File: src/verilog/datu_cfg.svh
`ifndef DATU_CFG_SVH
`define DATU_CFG_SVH
// ------------------------------------------------------------
// register offsets (byte addresses)
// ------------------------------------------------------------
`define DATU_OFS_CTL 8'h00
`define DATU_OFS_ACC 8'h04
`define DATU_OFS_BUS 8'h08
`define DATU_OFS_WAIT 8'h0C
`define DATU_OFS_STAT 8'h10
// ------------------------------------------------------------
// field positions
// ------------------------------------------------------------
`define DATU_CTL_DSE 0
`define DATU_CTL_MXC 4
`define DATU_CTL_COLUMN_CYCLE_LENGTH_BIT 8
`define DATU_CTL_EARLY_ROW_STROBE_BIT 9
`define DATU_ACC_TPC 0
`define DATU_ACC_RCD 4
`define DATU_BUS_ABW 0
`define DATU_BUS_AST 1
`define DATU_WAIT_CNT 0
// ------------------------------------------------------------
// writable bits and reset values
// ------------------------------------------------------------
`define DATU_MSK_CTL 16'h0371
`define DATU_MSK_ACC 16'h0033
`define DATU_MSK_BUS 16'h0003
`define DATU_MSK_WAIT 16'h0007
`define DATU_RST_CTL 16'h0000
`define DATU_RST_ACC 16'h0000
`define DATU_RST_BUS 16'h0002
`define DATU_RST_WAIT 16'h0007
// ------------------------------------------------------------
// timing: clocks per bus state
// ------------------------------------------------------------
`define DATU_STATE_CLKS 2
`define DATU_RESP_OK 2'h0
`define DATU_RESP_ERR 2'h2
`endif

File: src/verilog/datu_pkg.sv
package datu_pkg;
   typedef enum logic [7:0] {
      S_IDLE  = 8'h01,
      S_PRE   = 8'h02,
      S_ROW   = 8'h04,
      S_RHOLD = 8'h08,
      S_COL1  = 8'h10,
      S_WAIT  = 8'h20,
      S_COL2  = 8'h40,
      S_COL3  = 8'h80
   } datu_state_type;
   typedef enum logic [1:0] {
      SZ_BYTE = 2'h0,
      SZ_WORD = 2'h1,
      SZ_LONG = 2'h2
   } datu_size_type;
endpackage : datu_pkg

File: src/verilog/datu_top.sv
// Contract
// RULE_01 - area 2 is DRAM only when enabled
// RULE_02 - row address shifted 8 to 11 bits
// RULE_03 - width bit set means 8-bit, else 16-bit
// RULE_04 - 8-bit uses upper lane, 16-bit both
// RULE_05 - same splitting as basic bus space
// RULE_06 - 16-bit bytes by parity, longword as two words
// RULE_07 - select pin input until DRAM enabled
// RULE_08 - high write strobe acts as write enable
// RULE_09 - upper column strobe for upper byte or 8-bit
// RULE_10 - lower column strobe only 16-bit lower byte
// RULE_11 - read strobe acts as output enable
// RULE_12 - row then column on low address pins
// RULE_13 - precharge, row, two column states
// RULE_14 - column cycle bit gives three column states
// RULE_15 - early bit drops row strobe at row start
// RULE_16 - zero to three row hold states
// RULE_17 - always at least one precharge state
// RULE_18 - one to four precharge states
// RULE_19 - refresh uses same precharge count
// RULE_20 - only program waits, no wait input
// RULE_21 - three-state bit inserts 0 to 7 waits
// RULE_22 - two column strobes, one write enable
// RULE_23 - byte parity picks strobe, word uses both
// RULE_24 - otherwise row strobe falls mid row state
//
// The placing of the registers and the AXI4-Lite register port are this design's own decisions.
`timescale 1ns/100ps
`include "datu_cfg.svh"
module datu_top
   import datu_pkg::*;
(
   input wire logic aclk, // system clock
   input wire logic aresetn, // sync reset
   input wire logic [7:0] s_axi_awaddr, // write address
   input wire logic s_axi_awvalid, // write address valid
   output logic s_axi_awready, // write address ready
   input wire logic [31:0] s_axi_wdata, // write data
   input wire logic [3:0] s_axi_wstrb, // write strobes
   input wire logic s_axi_wvalid, // write data valid
   output logic s_axi_wready, // write data ready
   output logic [1:0] s_axi_bresp, // write response
   output logic s_axi_bvalid, // write response valid
   input wire logic s_axi_bready, // write response ready
   input wire logic [7:0] s_axi_araddr, // read address
   input wire logic s_axi_arvalid, // read address valid
   output logic s_axi_arready, // read address ready
   output logic [31:0] s_axi_rdata, // read data
   output logic [1:0] s_axi_rresp, // read response
   output logic s_axi_rvalid, // read data valid
   input wire logic s_axi_rready, // read data ready
   input wire logic req_valid, // access request, held until done
   input wire logic req_write, // 1 write, 0 read
   input wire logic [1:0] req_size, // byte, word, longword
   input wire logic [23:0] req_addr, // byte address in area 2
   input wire logic [31:0] req_wdata, // right-justified write data
   output logic req_done, // access finished pulse
   output logic req_error, // area 2 not DRAM space
   output logic [31:0] req_rdata, // right-justified read data
   input wire logic refresh_req, // refresh precharge request
   output logic refresh_done, // refresh precharge finished
   output logic [15:0] dram_addr, // multiplexed address pins
   input wire logic [15:0] dram_data_in, // data pins in
   output logic [15:0] dram_data_out, // data pins out
   output logic [1:0] dram_data_oe, // lane drive, bit1 upper
   output logic row_strobe_n, // area 2 select pin out
   output logic area2_select_oe, // area 2 select pin drive
   output logic high_byte_write_strobe_n, // write enable
   output logic upper_column_strobe_n, // upper column strobe
   output logic lower_column_strobe_n, // lower column strobe
   output logic read_strobe_n // output enable
);
   // ------------------------------------------------------------
   // functions
   // ------------------------------------------------------------
   function automatic logic [15:0] datu_row_map(input logic [23:0] a, input logic [1:0] sh);
      logic [15:0] o;
      int idx;
      o = 16'h0000;
      for (int i = 0; i < 16; i++) begin
         idx = i + 8 + int'(sh);
         o[i] = (idx <= 23) ? a[idx] : a[i];
      end
      return o;
   endfunction : datu_row_map

   function automatic logic [1:0] datu_beats(input logic [1:0] sz, input logic w8);
      if (w8) begin
         return (sz == SZ_BYTE) ? 2'h0 : (sz == SZ_WORD) ? 2'h1 : 2'h3;
      end
      return (sz == SZ_LONG) ? 2'h1 : 2'h0;
   endfunction : datu_beats

   // ------------------------------------------------------------
   // register bus
   // ------------------------------------------------------------
   logic [15:0] ctl_reg;
   logic [15:0] acc_reg;
   logic [15:0] bus_reg;
   logic [15:0] wait_reg;
   logic [7:0] aw_addr;
   logic [31:0] w_data;
   logic [3:0] w_strb;
   logic wr_fire;
   logic [15:0] wr_val;
   logic [31:0] rd_val;
   logic rd_ok;
   datu_state_type state;

   assign wr_fire = !s_axi_awready && !s_axi_wready && !s_axi_bvalid;
   assign wr_val = {w_strb[1] ? w_data[15:8] : 8'h00, w_strb[0] ? w_data[7:0] : 8'h00};

   always_ff @(posedge aclk) begin
      if (!aresetn) begin
         s_axi_awready <= 1'b1;
         s_axi_wready <= 1'b1;
         s_axi_bvalid <= 1'b0;
         s_axi_bresp <= `DATU_RESP_OK;
         aw_addr <= 8'h00;
         w_data <= 32'h0;
         w_strb <= 4'h0;
      end else begin
         if (s_axi_awvalid && s_axi_awready) begin
            s_axi_awready <= 1'b0;
            aw_addr <= s_axi_awaddr;
         end
         if (s_axi_wvalid && s_axi_wready) begin
            s_axi_wready <= 1'b0;
            w_data <= s_axi_wdata;
            w_strb <= s_axi_wstrb;
         end
         if (wr_fire) begin
            s_axi_bvalid <= 1'b1;
            s_axi_bresp <= (aw_addr inside {`DATU_OFS_CTL, `DATU_OFS_ACC, `DATU_OFS_BUS,
               `DATU_OFS_WAIT, `DATU_OFS_STAT}) ? `DATU_RESP_OK : `DATU_RESP_ERR;
         end
         if (s_axi_bvalid && s_axi_bready) begin
            s_axi_bvalid <= 1'b0;
            s_axi_awready <= 1'b1;
            s_axi_wready <= 1'b1;
         end
      end
   end

   // a partial strobe only touches the lanes it names; bits above 15 are never stored
   always_ff @(posedge aclk) begin
      if (!aresetn) begin
         ctl_reg <= `DATU_RST_CTL;
         acc_reg <= `DATU_RST_ACC;
         bus_reg <= `DATU_RST_BUS;
         wait_reg <= `DATU_RST_WAIT;
      end else if (wr_fire) begin
         unique case (aw_addr)
            `DATU_OFS_CTL: ctl_reg <= (ctl_reg & ~{{8{w_strb[1]}}, {8{w_strb[0]}}})
               | (wr_val & `DATU_MSK_CTL);
            `DATU_OFS_ACC: acc_reg <= (acc_reg & ~{{8{w_strb[1]}}, {8{w_strb[0]}}})
               | (wr_val & `DATU_MSK_ACC);
            `DATU_OFS_BUS: bus_reg <= (bus_reg & ~{{8{w_strb[1]}}, {8{w_strb[0]}}})
               | (wr_val & `DATU_MSK_BUS);
            `DATU_OFS_WAIT: wait_reg <= (wait_reg & ~{{8{w_strb[1]}}, {8{w_strb[0]}}})
               | (wr_val & `DATU_MSK_WAIT);
            default: ;
         endcase
      end
   end

   always_comb begin
      rd_ok = 1'b1;
      unique case (s_axi_araddr)
         `DATU_OFS_CTL: rd_val = {16'h0, ctl_reg};
         `DATU_OFS_ACC: rd_val = {16'h0, acc_reg};
         `DATU_OFS_BUS: rd_val = {16'h0, bus_reg};
         `DATU_OFS_WAIT: rd_val = {16'h0, wait_reg};
         `DATU_OFS_STAT: rd_val = {16'h0, state, 7'h00, state != S_IDLE};
         default: begin
            rd_val = 32'h0;
            rd_ok = 1'b0;
         end
      endcase
   end

   always_ff @(posedge aclk) begin
      if (!aresetn) begin
         s_axi_arready <= 1'b1;
         s_axi_rvalid <= 1'b0;
         s_axi_rdata <= 32'h0;
         s_axi_rresp <= `DATU_RESP_OK;
      end else if (s_axi_arvalid && s_axi_arready) begin
         s_axi_arready <= 1'b0;
         s_axi_rvalid <= 1'b1;
         s_axi_rdata <= rd_val;
         s_axi_rresp <= rd_ok ? `DATU_RESP_OK : `DATU_RESP_ERR;
      end else if (s_axi_rvalid && s_axi_rready) begin
         s_axi_rvalid <= 1'b0;
         s_axi_arready <= 1'b1;
      end
   end

   // ------------------------------------------------------------
   // fields
   // ------------------------------------------------------------
   logic dse;
   logic column_cycle_length_bit;
   logic early_row_strobe_bit;
   logic w8;
   logic [1:0] tpc;
   logic [1:0] rcd;
   logic [2:0] waits;

   assign dse = ctl_reg[`DATU_CTL_DSE]; // see RULE_01
   assign column_cycle_length_bit = ctl_reg[`DATU_CTL_COLUMN_CYCLE_LENGTH_BIT];
   assign early_row_strobe_bit = ctl_reg[`DATU_CTL_EARLY_ROW_STROBE_BIT];
   assign w8 = bus_reg[`DATU_BUS_ABW]; // see RULE_03
   assign tpc = acc_reg[`DATU_ACC_TPC +: 2];
   assign rcd = acc_reg[`DATU_ACC_RCD +: 2];
   // waits come from the area setting only; there is no wait pin
   assign waits = bus_reg[`DATU_BUS_AST] ? wait_reg[`DATU_WAIT_CNT +: 3] : 3'h0; // see RULE_20

   // ------------------------------------------------------------
   // state sequencer
   // ------------------------------------------------------------
   logic phase;
   datu_state_type next_state;
   logic [2:0] cnt;
   logic [2:0] next_cnt;
   logic fin;
   logic cur_refresh;
   logic [1:0] beats;

   // each bus state spans two clocks; phase marks its second half
   always_ff @(posedge aclk) begin
      if (!aresetn) begin
         phase <= 1'b0;
      end else begin
         phase <= !phase;
      end
   end

   always_comb begin
      next_state = state;
      next_cnt = cnt;
      fin = 1'b0;
      if (phase) begin
         unique case (state)
            S_IDLE: begin
               if ((refresh_req && !refresh_done) || (req_valid && !req_done && dse)) begin
                  next_state = S_PRE; // see RULE_17
                  next_cnt = {1'b0, tpc}; // see RULE_18
               end
            end
            S_PRE: begin
               if (cnt != 3'h0) begin
                  next_cnt = cnt - 3'h1;
               end else if (cur_refresh) begin
                  next_state = S_IDLE; // see RULE_19
                  fin = 1'b1;
               end else begin
                  next_state = S_ROW; // see RULE_13
               end
            end
            S_ROW: begin
               if (rcd != 2'h0) begin
                  next_state = S_RHOLD; // see RULE_16
                  next_cnt = {1'b0, rcd} - 3'h1;
               end else begin
                  next_state = S_COL1;
               end
            end
            S_RHOLD: begin
               if (cnt != 3'h0) begin
                  next_cnt = cnt - 3'h1;
               end else begin
                  next_state = S_COL1;
               end
            end
            S_COL1: begin
               if (waits != 3'h0) begin
                  next_state = S_WAIT; // see RULE_21
                  next_cnt = waits - 3'h1;
               end else begin
                  next_state = S_COL2;
               end
            end
            S_WAIT: begin
               if (cnt != 3'h0) begin
                  next_cnt = cnt - 3'h1;
               end else begin
                  next_state = S_COL2;
               end
            end
            S_COL2: begin
               if (column_cycle_length_bit) begin
                  next_state = S_COL3; // see RULE_14
               end else begin
                  next_state = (beats == 2'h0) ? S_IDLE : S_PRE;
                  next_cnt = {1'b0, tpc};
                  fin = 1'b1;
               end
            end
            S_COL3: begin
               next_state = (beats == 2'h0) ? S_IDLE : S_PRE;
               next_cnt = {1'b0, tpc};
               fin = 1'b1;
            end
         endcase
      end
   end

   always_ff @(posedge aclk) begin
      if (!aresetn) begin
         state <= S_IDLE;
         cnt <= 3'h0;
      end else begin
         state <= next_state;
         cnt <= next_cnt;
      end
   end

   // ------------------------------------------------------------
   // access splitting and data alignment
   // ------------------------------------------------------------
   logic [23:0] cur_addr;
   logic cur_write;
   logic [1:0] cur_size;
   logic [31:0] wsh;
   logic [31:0] rsh;
   logic [31:0] next_rsh;
   logic narrow;
   logic [1:0] lane;
   logic [7:0] rbyte;

   assign narrow = w8 || cur_size == SZ_BYTE;
   // even byte on the upper lane, odd on the lower; 8-bit space only upper
   assign lane = w8 ? 2'b10 : (cur_size != SZ_BYTE) ? 2'b11
      : cur_addr[0] ? 2'b01 : 2'b10; // see RULE_06, RULE_04
   assign rbyte = lane[1] ? dram_data_in[15:8] : dram_data_in[7:0];
   assign next_rsh = narrow ? {rsh[23:0], rbyte} : {rsh[15:0], dram_data_in};

   always_ff @(posedge aclk) begin
      if (!aresetn) begin
         req_done <= 1'b0;
         req_error <= 1'b0;
         req_rdata <= 32'h0;
         refresh_done <= 1'b0;
         cur_refresh <= 1'b0;
         cur_addr <= 24'h0;
         cur_write <= 1'b0;
         cur_size <= SZ_BYTE;
         beats <= 2'h0;
         wsh <= 32'h0;
         rsh <= 32'h0;
      end else begin
         req_done <= 1'b0;
         req_error <= 1'b0;
         refresh_done <= 1'b0;
         if (phase && state == S_IDLE) begin
            if (refresh_req && !refresh_done) begin
               cur_refresh <= 1'b1;
            end else if (req_valid && !req_done) begin
               if (!dse) begin
                  req_done <= 1'b1; // see RULE_01
                  req_error <= 1'b1;
               end else begin
                  cur_addr <= req_addr;
                  cur_write <= req_write;
                  cur_size <= req_size;
                  beats <= datu_beats(req_size, w8); // see RULE_05
                  wsh <= (req_size == SZ_LONG) ? req_wdata
                     : (req_size == SZ_WORD) ? {req_wdata[15:0], 16'h0}
                     : {req_wdata[7:0], 24'h0};
                  rsh <= 32'h0;
               end
            end
         end
         if (fin && cur_refresh) begin
            refresh_done <= 1'b1;
            cur_refresh <= 1'b0;
         end else if (fin) begin
            if (!cur_write) begin
               rsh <= next_rsh;
            end
            if (beats == 2'h0) begin
               req_done <= 1'b1;
               req_rdata <= cur_write ? 32'h0 : next_rsh;
            end else begin
               beats <= beats - 2'h1; // see RULE_06
               cur_addr <= cur_addr + (narrow ? 24'h1 : 24'h2);
               wsh <= narrow ? {wsh[23:0], 8'h00} : {wsh[15:0], 16'h0};
            end
         end
      end
   end

   // ------------------------------------------------------------
   // pins; each follows the state one clock later, so relative timing holds
   // ------------------------------------------------------------
   logic in_col;
   logic ras_on;
   logic cas_on;

   assign in_col = state inside {S_COL1, S_WAIT, S_COL2, S_COL3};
   assign ras_on = !cur_refresh && ((state == S_ROW && (early_row_strobe_bit || phase))
      || state == S_RHOLD || in_col); // see RULE_15, RULE_24
   // reads open the column strobe early so waits stretch it; writes hold it
   // back so waits stretch data setup instead
   assign cas_on = cur_write ? (state inside {S_COL2, S_COL3})
      : ((state == S_COL1 && phase) || state inside {S_WAIT, S_COL2, S_COL3}); // see RULE_20

   always_ff @(posedge aclk) begin
      if (!aresetn) begin
         dram_addr <= 16'h0;
         dram_data_out <= 16'h0;
         dram_data_oe <= 2'b00;
         row_strobe_n <= 1'b1;
         area2_select_oe <= 1'b0;
         high_byte_write_strobe_n <= 1'b1;
         upper_column_strobe_n <= 1'b1;
         lower_column_strobe_n <= 1'b1;
         read_strobe_n <= 1'b1;
      end else begin
         area2_select_oe <= dse; // see RULE_07
         row_strobe_n <= !ras_on;
         // the row goes out in precharge already, so it is set up before the row strobe falls
         if (state inside {S_ROW, S_RHOLD} || (state == S_PRE && !cur_refresh)) begin
            dram_addr <= datu_row_map(cur_addr, ctl_reg[`DATU_CTL_MXC +: 2]); // see RULE_02
         end else if (in_col) begin
            dram_addr <= cur_addr[15:0]; // see RULE_12
         end
         upper_column_strobe_n <= !(cas_on && lane[1]); // see RULE_09, RULE_23
         lower_column_strobe_n <= !(cas_on && lane[0]); // see RULE_10, RULE_22
         high_byte_write_strobe_n <= !(in_col && cur_write); // see RULE_08, RULE_22
         read_strobe_n <= !(in_col && !cur_write); // see RULE_11
         dram_data_oe <= {2{in_col && cur_write}} & lane; // see RULE_04
         dram_data_out <= narrow ? {wsh[31:24], wsh[31:24]} : wsh[31:16];
      end
   end

   // ------------------------------------------------------------
   // checks
   // ------------------------------------------------------------
   logic [4:0] pre_clks;

   always_ff @(posedge aclk) begin
      if (!aresetn) begin
         pre_clks <= 5'h0;
      end else begin
         pre_clks <= (state == S_PRE) ? pre_clks + 5'h1 : 5'h0;
      end
   end

   a_early_row_fall: assert property (@(posedge aclk) disable iff (!aresetn) // see RULE_15
      (state == S_ROW && !phase && early_row_strobe_bit) |=> !row_strobe_n)
      else $error("row strobe not low at row state start");
   a_late_row_fall: assert property (@(posedge aclk) disable iff (!aresetn) // see RULE_24
      (state == S_ROW && !phase && !early_row_strobe_bit) |=> row_strobe_n ##1 !row_strobe_n)
      else $error("row strobe not falling mid row state");
   a_select_input: assert property (@(posedge aclk) disable iff (!aresetn) // see RULE_07
      (!dse && !$past(dse)) |-> !area2_select_oe)
      else $error("select pin driven without DRAM space");
   a_row_after_pre: assert property (@(posedge aclk) disable iff (!aresetn) // see RULE_17
      $rose(state == S_ROW) |-> $past(state) == S_PRE)
      else $error("row state not preceded by precharge");
   a_hold_keeps_row: assert property (@(posedge aclk) disable iff (!aresetn) // see RULE_16
      (state == S_RHOLD && $past(state) == S_RHOLD) |=> $stable(dram_addr))
      else $error("row address moved during row hold");
   a_no_lower_cas: assert property (@(posedge aclk) disable iff (!aresetn) // see RULE_10
      (w8 && $past(w8)) |-> lower_column_strobe_n)
      else $error("lower column strobe in 8-bit space");
   a_no_oe_write: assert property (@(posedge aclk) disable iff (!aresetn) // see RULE_11
      (in_col && cur_write) |=> read_strobe_n && !high_byte_write_strobe_n)
      else $error("output enable active during write");
   a_pre_length: assert property (@(posedge aclk) disable iff (!aresetn) // see RULE_18
      $fell(state == S_PRE) |-> pre_clks == 5'(({3'h0, tpc} + 5'h1) * `DATU_STATE_CLKS))
      else $error("precharge length differs from setting");
endmodule : datu_top

File: config.mk
export PLATFORM = sky130hd
export DESIGN_NAME = datu_top
export DESIGN_NICKNAME = d
export VERILOG_FILES = /design/src/verilog/datu_pkg.sv /design/src/verilog/datu_top.sv
export VERILOG_INCLUDE_DIRS = /design/src /design/src/verilog
export SDC_FILE = /design/constraint.sdc
export NUM_CORES = 1
export LEC_CHECK = 0
export BUFFER_PORTS_ARGS = -buffer_cell sky130_fd_sc_hd__buf_2
export CORE_MARGIN = 5
export CORE_UTILIZATION = 49
export DETAILED_ROUTE_END_ITERATION = 6
export GPL_TIMING_DRIVEN = 0
export PLACE_DENSITY = 0.71
export SYNTH_ARGS = -nofsm -noshare
export SYNTH_HDL_FRONTEND = slang
export SYNTH_SLANG_ARGS = --single-unit
File: constraint.sdc
create_clock -name aclk -period 9.71 [get_ports aclk]
set_input_delay 0.971 -clock aclk [delete_from_list [all_inputs] [get_ports aclk]]
set_output_delay 0.971 -clock aclk [all_outputs]
set_load 0.05 [all_outputs]
==> run_results.csv, run 1 <==
group,metric,value,unit
worst_hold_path,hold_class,"reg2reg",
critical_path,critical-path-slowest-cell,"or4b_1",
yosys,ys_warn_count,0,
yosys,synthArstFlopShare,0,%
detailed_routing,wl,40990,um
clocking,h-tree-depth,1,
floorplan,core,26730,sq um
clocking,clk_latency,0.57,ns
detailed_routing,drc_errors,0,
grt,track_usage,26.15,%
detailed_routing,wl_per_cell,19.32,um
critical_path,endpoint_kind,"flop",
pwr,vdd_drop_max,0.1113,mV
finish,layout.nets,1903,
critical_path,required,10.20,ns
finish,multiInputGateArea,6980,sq um
floorplan,die_w,174.1,um
timing,rsz0062_at_grt,"false",
pwr,powerDensity,160.8,nW/um^2
timing,timing.hold.ws,0.4492,ns
timing,final.setup.tns,0,ns
yosys,synth_top_flop_cell,"dfxtp_1",
yosys,synth_seq_cells,278,
finish,fin_cells,2122,
yosys,yosysUniqueCellTypes,81,
placed_design,gp_congestion,0.9378,
clocking,clk_pin_slew,0.06,ns
finish,final_cell_mix,"dfxtp_1 (278), nand2_1 (251), buf_2 (205), clkbuf_1 (91), nand3_1 (82)",
finish,area.growth.synth_to_final,19.14,%
timing,layout_min_cycle_time,4.002,ns
finish,layout-drive-gt1-share,18.88,%
clocking,cts_tree,"yes",
finish,finalInstanceArea,15720,sq um
timing,fmax,249.9,MHz
yosys,avgSynthCellArea,8.748,sq um
status,status,"complete, no violations",
floorplan,dieArea,30300,sq um
grt,grt_first_pass_wirelength,65060,um
grt,antenna_found_initial,0,
grt,overflow,0,
critical_path,start_kind,"flop",
timing,max-slew-margin-rel,17.93,%
clocking,cts_resized,0,
finish,postLayoutCoreUtil,58.81,%
timing,drv_slew,0,
floorplan,die_h,174.1,um
floorplan,num_rows,60,
timing,worst_slack,5.708,ns
critical_path,arrival,4.50,ns
timing,hold_viol,0,
critical_path,worst-path-max-fanout,10,
timing,setup_violations,0,
critical_path,cp_cell_sequence,"clkbuf_1, o21ba_2, clkbuf_1, inv_1, clkbuf_1, buf_1, ha_1, ha_1, a21o_1, clkbuf_1, or4b_1, a2bb2oi_1, a21boi_0",
placed_design,placed_cells,2069,
finish,regArea,5565,sq um
placed_design,hpwl,30670,um
detailed_routing,drtIter0Drc,1235,
critical_path,path_buf_inv,6,
placed_design,placed_area,14700,sq um
placed_design,io_buffers,203,
finish,top_regs,"req_rdata (32), wsh (32)",
critical_path,crit_top_cell,"clkbuf_1",
detailed_routing,vias,12270,
floorplan,ios,252,
floorplan,initial_utilization,49.36,%
pwr,p_leak,6.524,nW
clocking,hold_buffers,0,
timing,finalCritPeriodShare,41.22,%
detailed_routing,viasPerCell,5.781,
yosys,syn_area,13190,sq um
finish,final_common_cell,"dfxtp_1",
timing,skew,0.01302,ns
grt,grt_pass1_vias,11920,
clocking,clockBufferDepth,3,
detailed_routing,dr.pass1.iters,6,
critical_path,cp_top_family,"buffers and inverters",
pwr,power.total,2.528,mW
yosys,synth-seq-area-share,42.19,%
yosys,syn_inst,1508,
clocking,clkSinkCount,278,
critical_path,path_class,"reg2reg",
timing,tightest_slew,1.220,ns
clocking,postCtsSetupBuffers,0,
critical_path,max_stage_delay,0.52,ns
finish,fill_cells,2426,
clocking,cts_buffers,30,
yosys,synth_edf_count,0,
grt,grt_start_max_net_pins,16,
job,drv_cap,0,
detailed_routing,ant_nets,0,
clocking,cts-root-buf,"clkbuf_16",
placed_design,place_ws,5.800,ns
==> cell usage after synthesis, types with 20 or more instances <==
cell	instances	area (sq um)
o21ai_0	52	260.3
nand3_1	82	410.4
and3_1	51	319.1
nor3_1	20	100.1
dfxtp_1	278	5565
buf_4	20	150.1
a22o_1	26	227.7
and2_1	49	306.5
a21oi_1	68	340.3
nor2_1	56	210.2
nand2_1	251	942.2
mux4_2	23	518.0
a21boi_0	66	495.5
clkbuf_1	89	334.1
mux2i_1	59	590.6
nor2b_1	43	269.0
==> area by class of cell <==
| type | instances | share of cell area (%) |
|---|---|---|
| Buffer | 131 | 4.084 |
| Multi-Input combinational cell | 1098 | 44.42 |
| Antenna cell | 1 | 0.01592 |
| Clock buffer | 42 | 5.700 |
| Tap cell | 341 | 2.715 |
| Timing Repair Buffer | 203 | 6.464 |
| Clock inverter | 10 | 0.7643 |
| Inverter | 18 | 0.4299 |
| Sequential cell | 278 | 35.41 |
==> where the power goes <==
part,internal [mW],switching (mW)
combinational,0.0667,0.133
sequential,1.15,0.00939
clock,0.692,0.474
total,1.91,0.616
==> layer usage <==
metal	up-vias	part of all wire (%)	GRT usage, %	wire length (um)
met1	5784	45	37.75	18530
met5	-	0	0	0
met4	0	2.2	6.038	883
li1	5821	-	-	-
met3	73	8.6	5.111	3537
met2	589	44	40.70	18050
==> logic make-up after synthesis <==
kind of cell,share of synthesized area [%]
and+or+nand+nor,24.13
AOI/OAI and AO/OA,18.46
muxes,8.745
xor gates and xnor gates,0.3320
buffers and inverters,5.378
adders and majority gates,0.7398
other,0.02843
DFF,42.19
==> path summary, 6_finish.rpt <==
| check | slack [ns] | startpoint | to | cells after the start |
|---|---|---|---|---|
| worst max-delay path | 5.71 | flop | cur_addr[14]$_SDFF_PN0_ | 13 |
| worst min-delay path | 0.45 | s_axi_rdata[8]$_SDFFE_PN0P_ | s_axi_rdata[8]$_SDFFE_PN0P_ | 2 |
| worst max register to register | 5.71 | flop | cur_addr[14]$_SDFF_PN0_ | 13 |
| worst min register to register | 0.45 | s_axi_rdata[8]$_SDFFE_PN0P_ | s_axi_rdata[8]$_SDFFE_PN0P_ | 2 |
==> tightest hold or removal path, delay by kind of cell, from the launching register on <==
family	cells	cell delay (ns)
DFF	1	0.32
AOI/OAI and AO/OA	1	0.06
and+or+nand+nor	1	0.04
(Power assumes the default switching activity.)
==> inputs of run 2 (changes only) <==
--- a/config.mk
+++ b/config.mk
@@ -11,7 +11,7 @@
 export CORE_UTILIZATION = 49
 export DETAILED_ROUTE_END_ITERATION = 6
 export GPL_TIMING_DRIVEN = 0
-export PLACE_DENSITY = 0.71
+export PLACE_DENSITY = 0.74
 export SYNTH_ARGS = -nofsm -noshare
 export SYNTH_HDL_FRONTEND = slang
 export SYNTH_SLANG_ARGS = --single-unit
==> constraint.sdc (replaced) <==
create_clock -name aclk -period 3.4 [get_ports aclk]
set_input_delay 0.34 -clock aclk [delete_from_list [all_inputs] [get_ports aclk]]
set_output_delay 0.34 -clock aclk [all_outputs]
set_load 0.05 [all_outputs]
==> run 2 against run 1 <==
  * Register-to-register slack got worse by 5.4 ns
  * Global-route usage decreased by 0.41 points
  * Cell count decreased by 0.14%
  * Setup slack lost 5.4 ns
  * Critical path depth decreased by 3
  * Sequential cell count is the same
  * First-iteration DRC count rose by 8.5%
  * Power increased to 2.8 times the previous value
  * Die area unchanged
  * Utilization is 0.23 points lower
  * Maximum frequency grew 28%
  * Via count increased by 0.65%
==> run_results.csv, run 2 (synthesis results as in run 1) <==
group,metric,value,unit
timing,drv_slew,0,
grt,grt_pass1_vias,11680,
grt,grt_first_pass_wirelength,63930,um
detailed_routing,drc_errors,0,
critical_path,endpoint_kind,"flop",
pwr,power.total,7.078,mW
critical_path,arrival,3.60,ns
timing,finalCritPeriodShare,91.68,%
detailed_routing,wl_per_cell,19.52,um
pwr,p_leak,6.495,nW
finish,layout.nets,1899,
timing,hold_viol,0,
worst_hold_path,hold_class,"in2reg",
pwr,p_comb_share,8.1,%
pwr,powerDensity,452.1,nW/um^2
finish,final_cell_mix,"dfxtp_1 (278), nand2_1 (251), buf_2 (207), clkbuf_1 (86), nand3_1 (82)",
clocking,h-tree-depth,1,
critical_path,required,3.88,ns
pwr,p_switching,1.764,mW
grt,grt_start_max_net_pins,16,
critical_path,start_kind,"flop",
clocking,clkSinkCount,278,
grt,overflow,0,
pwr,power.share.clock,45.0,%
timing,tightest_slew,1.275,ns
placed_design,placed_cells,2069,
finish,fill_cells,2454,
floorplan,num_rows,60,
clocking,cts-root-buf,"clkbuf_16",
finish,layout-drive-gt1-share,19.25,%
placed_design,hpwl,30970,um
floorplan,die_w,174.1,um
finish,fin_cells,2119,
detailed_routing,ant_nets,0,
detailed_routing,dr.pass1.iters,5,
status,status,"complete, no violations",
pwr,pwr-share-seq,46.9,%
detailed_routing,viasPerCell,5.827,
clocking,cts_buffers,29,
finish,multiInputGateArea,6983,sq um
grt,track_usage,25.74,%
timing,skew,0.01198,ns
finish,regArea,5565,sq um
critical_path,path_class,"reg2reg",
timing,setup_violations,0,
critical_path,worst-path-max-fanout,14,
floorplan,core,26730,sq um
detailed_routing,vias,12350,
finish,area.growth.synth_to_final,18.68,%
timing,max-slew-margin-rel,14.21,%
floorplan,dieArea,30300,sq um
clocking,clk_latency,0.54,ns
placed_design,io_buffers,203,
floorplan,initial_utilization,49.36,%
timing,fmax,320.8,MHz
finish,top_regs,"req_rdata (32), wsh (32)",
pwr,switching_share,24.92,%
detailed_routing,wl,41360,um
pwr,power.internal,5.314,mW
clocking,clk_pin_slew,0.07,ns
timing,layout_min_cycle_time,3.117,ns
grt,antenna_found_initial,1,
floorplan,ios,252,
finish,final_common_cell,"dfxtp_1",
clocking,clockBufferDepth,3,
detailed_routing,drtIter0Drc,1340,
timing,rsz0062_at_grt,"false",
placed_design,gp_congestion,0.9217,
job,drv_cap,0,
clocking,cts_tree,"yes",
finish,postLayoutCoreUtil,58.58,%
floorplan,die_h,174.1,um
pwr,vdd_drop_max,0.2817,mV
-- run 2: changes by cell type in the layout (fill, tap and decap cells not counted), sizes merged --
cell / delta
clkinvlp: +3
inv: +2
clkinv: +1
clkbuf: -9
-- run 2: area by class of cell --
class / instances / share of cell area, %
tap: 341 / 2.725
antenna: 1 / 0.01598
buffer: 128 / 4.060
sequential: 278 / 35.55
timing repair buffer: 203 / 6.490
clock buffer: 36 / 5.123
multi-input combinational: 1098 / 44.61
inverter: 18 / 0.4316
clock inverter: 16 / 0.9990
-- run 2: stage by stage --
stage	TNS (ns)	hold WS [ns]	worst slack, ns	cell area, sq um
2_1_floorplan	0	0.4248	0.1503	13260
3_3_place_gp	-3.482	0.4365	-0.3931	14700
3_5_place_dp	-4.331	0.4438	-0.4366	14700
4_1_cts	0	0.009061	0.09418	15660
5_1_grt	0	0.02988	0.07653	15660
6_report	0	0.02723	0.2828	15660
-- run 2: path summary, 6_finish.rpt --
| check | slack (ns) | end | start | depth (start not counted) |
|---|---|---|---|---|
| worst min-delay path | 0.03 | s_axi_wready$_SDFFE_PP1P_ | s_axi_wvalid | 2 |
| worst min register to register | 0.45 | s_axi_rdata[8]$_SDFFE_PN0P_ | s_axi_rdata[8]$_SDFFE_PN0P_ | 2 |
| worst max-delay path | 0.28 | cur_addr[15]$_SDFF_PN0_ | flop | 10 |
| worst max register to register | 0.28 | cur_addr[15]$_SDFF_PN0_ | flop | 10 |
-- run 2: worst max-delay path: stages, from the launching register on --
cell and delay, ns:
dfxtp_1 0.56, o21ba_2 0.22, clkbuf_1 0.21, inv_2 0.26, buf_2 0.29, ha_1 0.22
maj3_1 0.32, nand2_1 0.23, or4_4 0.48, a2bb2oi_2 0.15, a21boi_2 0.11
-- run 2: what timing repair did --
action | 4_1_cts | 5_1_grt
setup buffers | 0 | 0
setup endpoints to repair | 24 | 8
gates resized for setup | 4 | 3
hold buffers | 0 | 0
-- run 2: routing by layer --
layer,vias up,routed length (um),part of all wire (%),track usage [%]
met5,-,0,0,0
met4,0,1170,2.8,7.324
met3,84,3693,8.9,5.307
met2,612,18150,44,39.96
met1,5843,18350,44,36.50
li1,5808,-,-,-
-- run 2: power groups by stage --
stage | logic, mW | registers [mW] | clock network (mW)
after global routing | 0.612 | 3.32 | 3.37
final | 0.572 | 3.32 | 3.19
after floorplan | 0.313 | 3.44 | 0
after global placement | 0.559 | 3.39 | 0
after detailed placement | 0.562 | 3.39 | 0
after CTS | 0.564 | 3.32 | 3.22
==> inputs of run 3 (changes only) <==
--- a/config.mk
+++ b/config.mk
@@ -11,6 +11,7 @@
 export CORE_UTILIZATION = 49
 export DETAILED_ROUTE_END_ITERATION = 6
 export GPL_TIMING_DRIVEN = 0
+export HOLD_SLACK_MARGIN = 0.1
 export PLACE_DENSITY = 0.74
 export SYNTH_ARGS = -nofsm -noshare
 export SYNTH_HDL_FRONTEND = slang
==> run 3 against run 2 <==
  * Non-clock buffer count rose by 29
  * Design area rose by 1.8%
  * Register-to-register slack barely moved
  * Worst hold slack improved by 0.084 ns
  * Critical path depth did not move
  * Maximum frequency fell by 0.37%
  * First-iteration DRC count rose by 2.5%
  * Power rose by 0.51%
  * Utilization rose by 1.1 points
  * Sequential cell count did not move
  * Critical path type unchanged
  * Die area did not move
==> run_results.csv, run 3 (synthesis results as in run 1) <==
group,metric,value,unit
status,status,"complete, no violations",
finish,fin_cells,2147,
finish,layout.nets,1928,
pwr,p_leak,6.616,nW
critical_path,path_class,"reg2reg",
floorplan,dieArea,30300,sq um
finish,area.growth.synth_to_final,20.86,%
worst_hold_path,min-delay-start,"req_addr[7]",
clocking,clkSinkCount,278,
placed_design,io_buffers,203,
timing,rsz0062_at_grt,"false",
critical_path,reg2regPathDepth,10,
critical_path,required,3.89,ns
timing,layout_min_cycle_time,3.129,ns
job,drv_cap,0,
grt,grt_pass1_vias,11840,
placed_design,hpwl,30970,um
detailed_routing,wl,41700,um
worst_hold_path,hold_class,"in2reg",
placed_design,place_ws,-0.4366,ns
timing,setup_violations,0,
finish,layout-drive-gt1-share,18.94,%
detailed_routing,drc_errors,0,
critical_path,cp_top_family,"buffers and inverters",
clocking,h-tree-depth,1,
timing,tightest_slew,1.282,ns
floorplan,core,26730,sq um
finish,final_common_cell,"dfxtp_1",
critical_path,path_buf_inv,3,
worst_hold_path,min_path_cells,3,
detailed_routing,wl_per_cell,19.42,um
timing,timing.hold.ws,0.1108,ns
placed_design,placed_area,14700,sq um
clocking,cts-root-buf,"clkbuf_16",
finish,top_regs,"req_rdata (32), wsh (32)",
timing,max-slew-margin-rel,13.78,%
grt,overflow,0,
clocking,postCtsSetupBuffers,0,
timing,finalCritPeriodShare,92.02,%
floorplan,die_w,174.1,um
placed_design,placed_cells,2069,
timing,hold_viol,0,
pwr,powerDensity,446.2,nW/um^2
critical_path,arrival,3.61,ns
timing,drv_slew,0,
finish,finalInstanceArea,15940,sq um
clocking,cts_buffers,29,
critical_path,critical-path-slowest-cell,"dfxtp_1",
pwr,power.total,7.114,mW
grt,grt_start_max_net_pins,16,
critical_path,path_depth,10,
timing,fmax,319.6,MHz
finish,postLayoutCoreUtil,59.65,%
critical_path,worst-path-max-fanout,14,
critical_path,endpoint_kind,"flop",
detailed_routing,dr.pass1.iters,5,
clocking,cts_tree,"yes",
finish,final_cell_mix,"dfxtp_1 (278), nand2_1 (251), buf_2 (207), clkbuf_1 (86), nand3_1 (82)",
detailed_routing,vias,12490,
finish,diodes,0,
timing,final.setup.tns,0,ns
placed_design,gp_congestion,0.9217,
critical_path,cp_cell_sequence,"o21ba_2, clkbuf_1, inv_2, buf_2, ha_1, maj3_1, nand2_1, or4_4, a2bb2oi_2, a21boi_2",
floorplan,initial_utilization,49.36,%
clocking,clk_pin_slew,0.07,ns
detailed_routing,ant_nets,0,
pwr,vdd_drop_max,0.2819,mV
grt,track_usage,26.01,%
timing,skew,0.01574,ns
floorplan,die_h,174.1,um
clocking,clk_latency,0.55,ns
detailed_routing,drtIter0Drc,1373,
clocking,clockBufferDepth,3,
grt,antenna_found_initial,0,
critical_path,max_stage_delay,0.55,ns
grt,grt_first_pass_wirelength,64670,um
critical_path,start_kind,"flop",
finish,fill_cells,2413,
floorplan,num_rows,60,
timing,worst_slack,0.2713,ns
floorplan,ios,252,
detailed_routing,viasPerCell,5.816,
run 3: cell count changes in the layout (fill, tap and decap cells not counted):
cell,change
dlygate4sd3_1,+29
diode_2,-1
run 3: worst paths after layout:
| kind | end | slack (ns) |
|---|---|---|
| max | cur_addr[15]$_SDFF_PN0_ | 0.27 |
| min | cur_addr[7]$_SDFF_PN0_ | 0.11 |
| max reg2reg | cur_addr[15]$_SDFF_PN0_ | 0.27 |
| min reg2reg | s_axi_rdata[8]$_SDFFE_PN0P_ | 0.45 |
run 3: final cells by class:
type	count	area, sq um	area share, %
plain buffers	128	635.6	3.987
clock buffers	36	802.0	5.031
clock inverters	16	156.4	0.9810
inverters	18	67.56	0.4238
multi-input cells	1098	6983	43.80
flip-flops and latches	278	5565	34.91
well taps	341	426.7	2.676
repair buffers	232	1306	8.193
run 3: report_power, final:
part | switching (mW) | total [mW] | internal, mW
clock network | 1.37 | 3.20 | 1.83
logic | 0.386 | 0.599 | 0.213
registers | 0.0269 | 3.32 | 3.29
run 3: worst register-to-register path: stages (launching register included):
cell	delay (ns)
dfxtp_1	0.55
o21ba_2	0.22
clkbuf_1	0.21
inv_2	0.27
buf_2	0.30
ha_1	0.22
maj3_1	0.33
nand2_1	0.22
or4_4	0.49
a2bb2oi_2	0.15
a21boi_2	0.12
run 3: timing repair:
item | CTS | global route
endpoints found under the hold margin | 28 | 0
hold buffers | 29 | 0
gates resized for setup | 4 | 3
setup endpoints to repair | 24 | 8
run 3: metal layers:
metal  GRT usage [%]  up-vias  wire length [um]
li1                -     5865                 -
met1           36.61     5895             18310
met5               0        -                 0
met3           5.307       94              3815
met2           40.73      634             18310
met4           7.423        0              1276
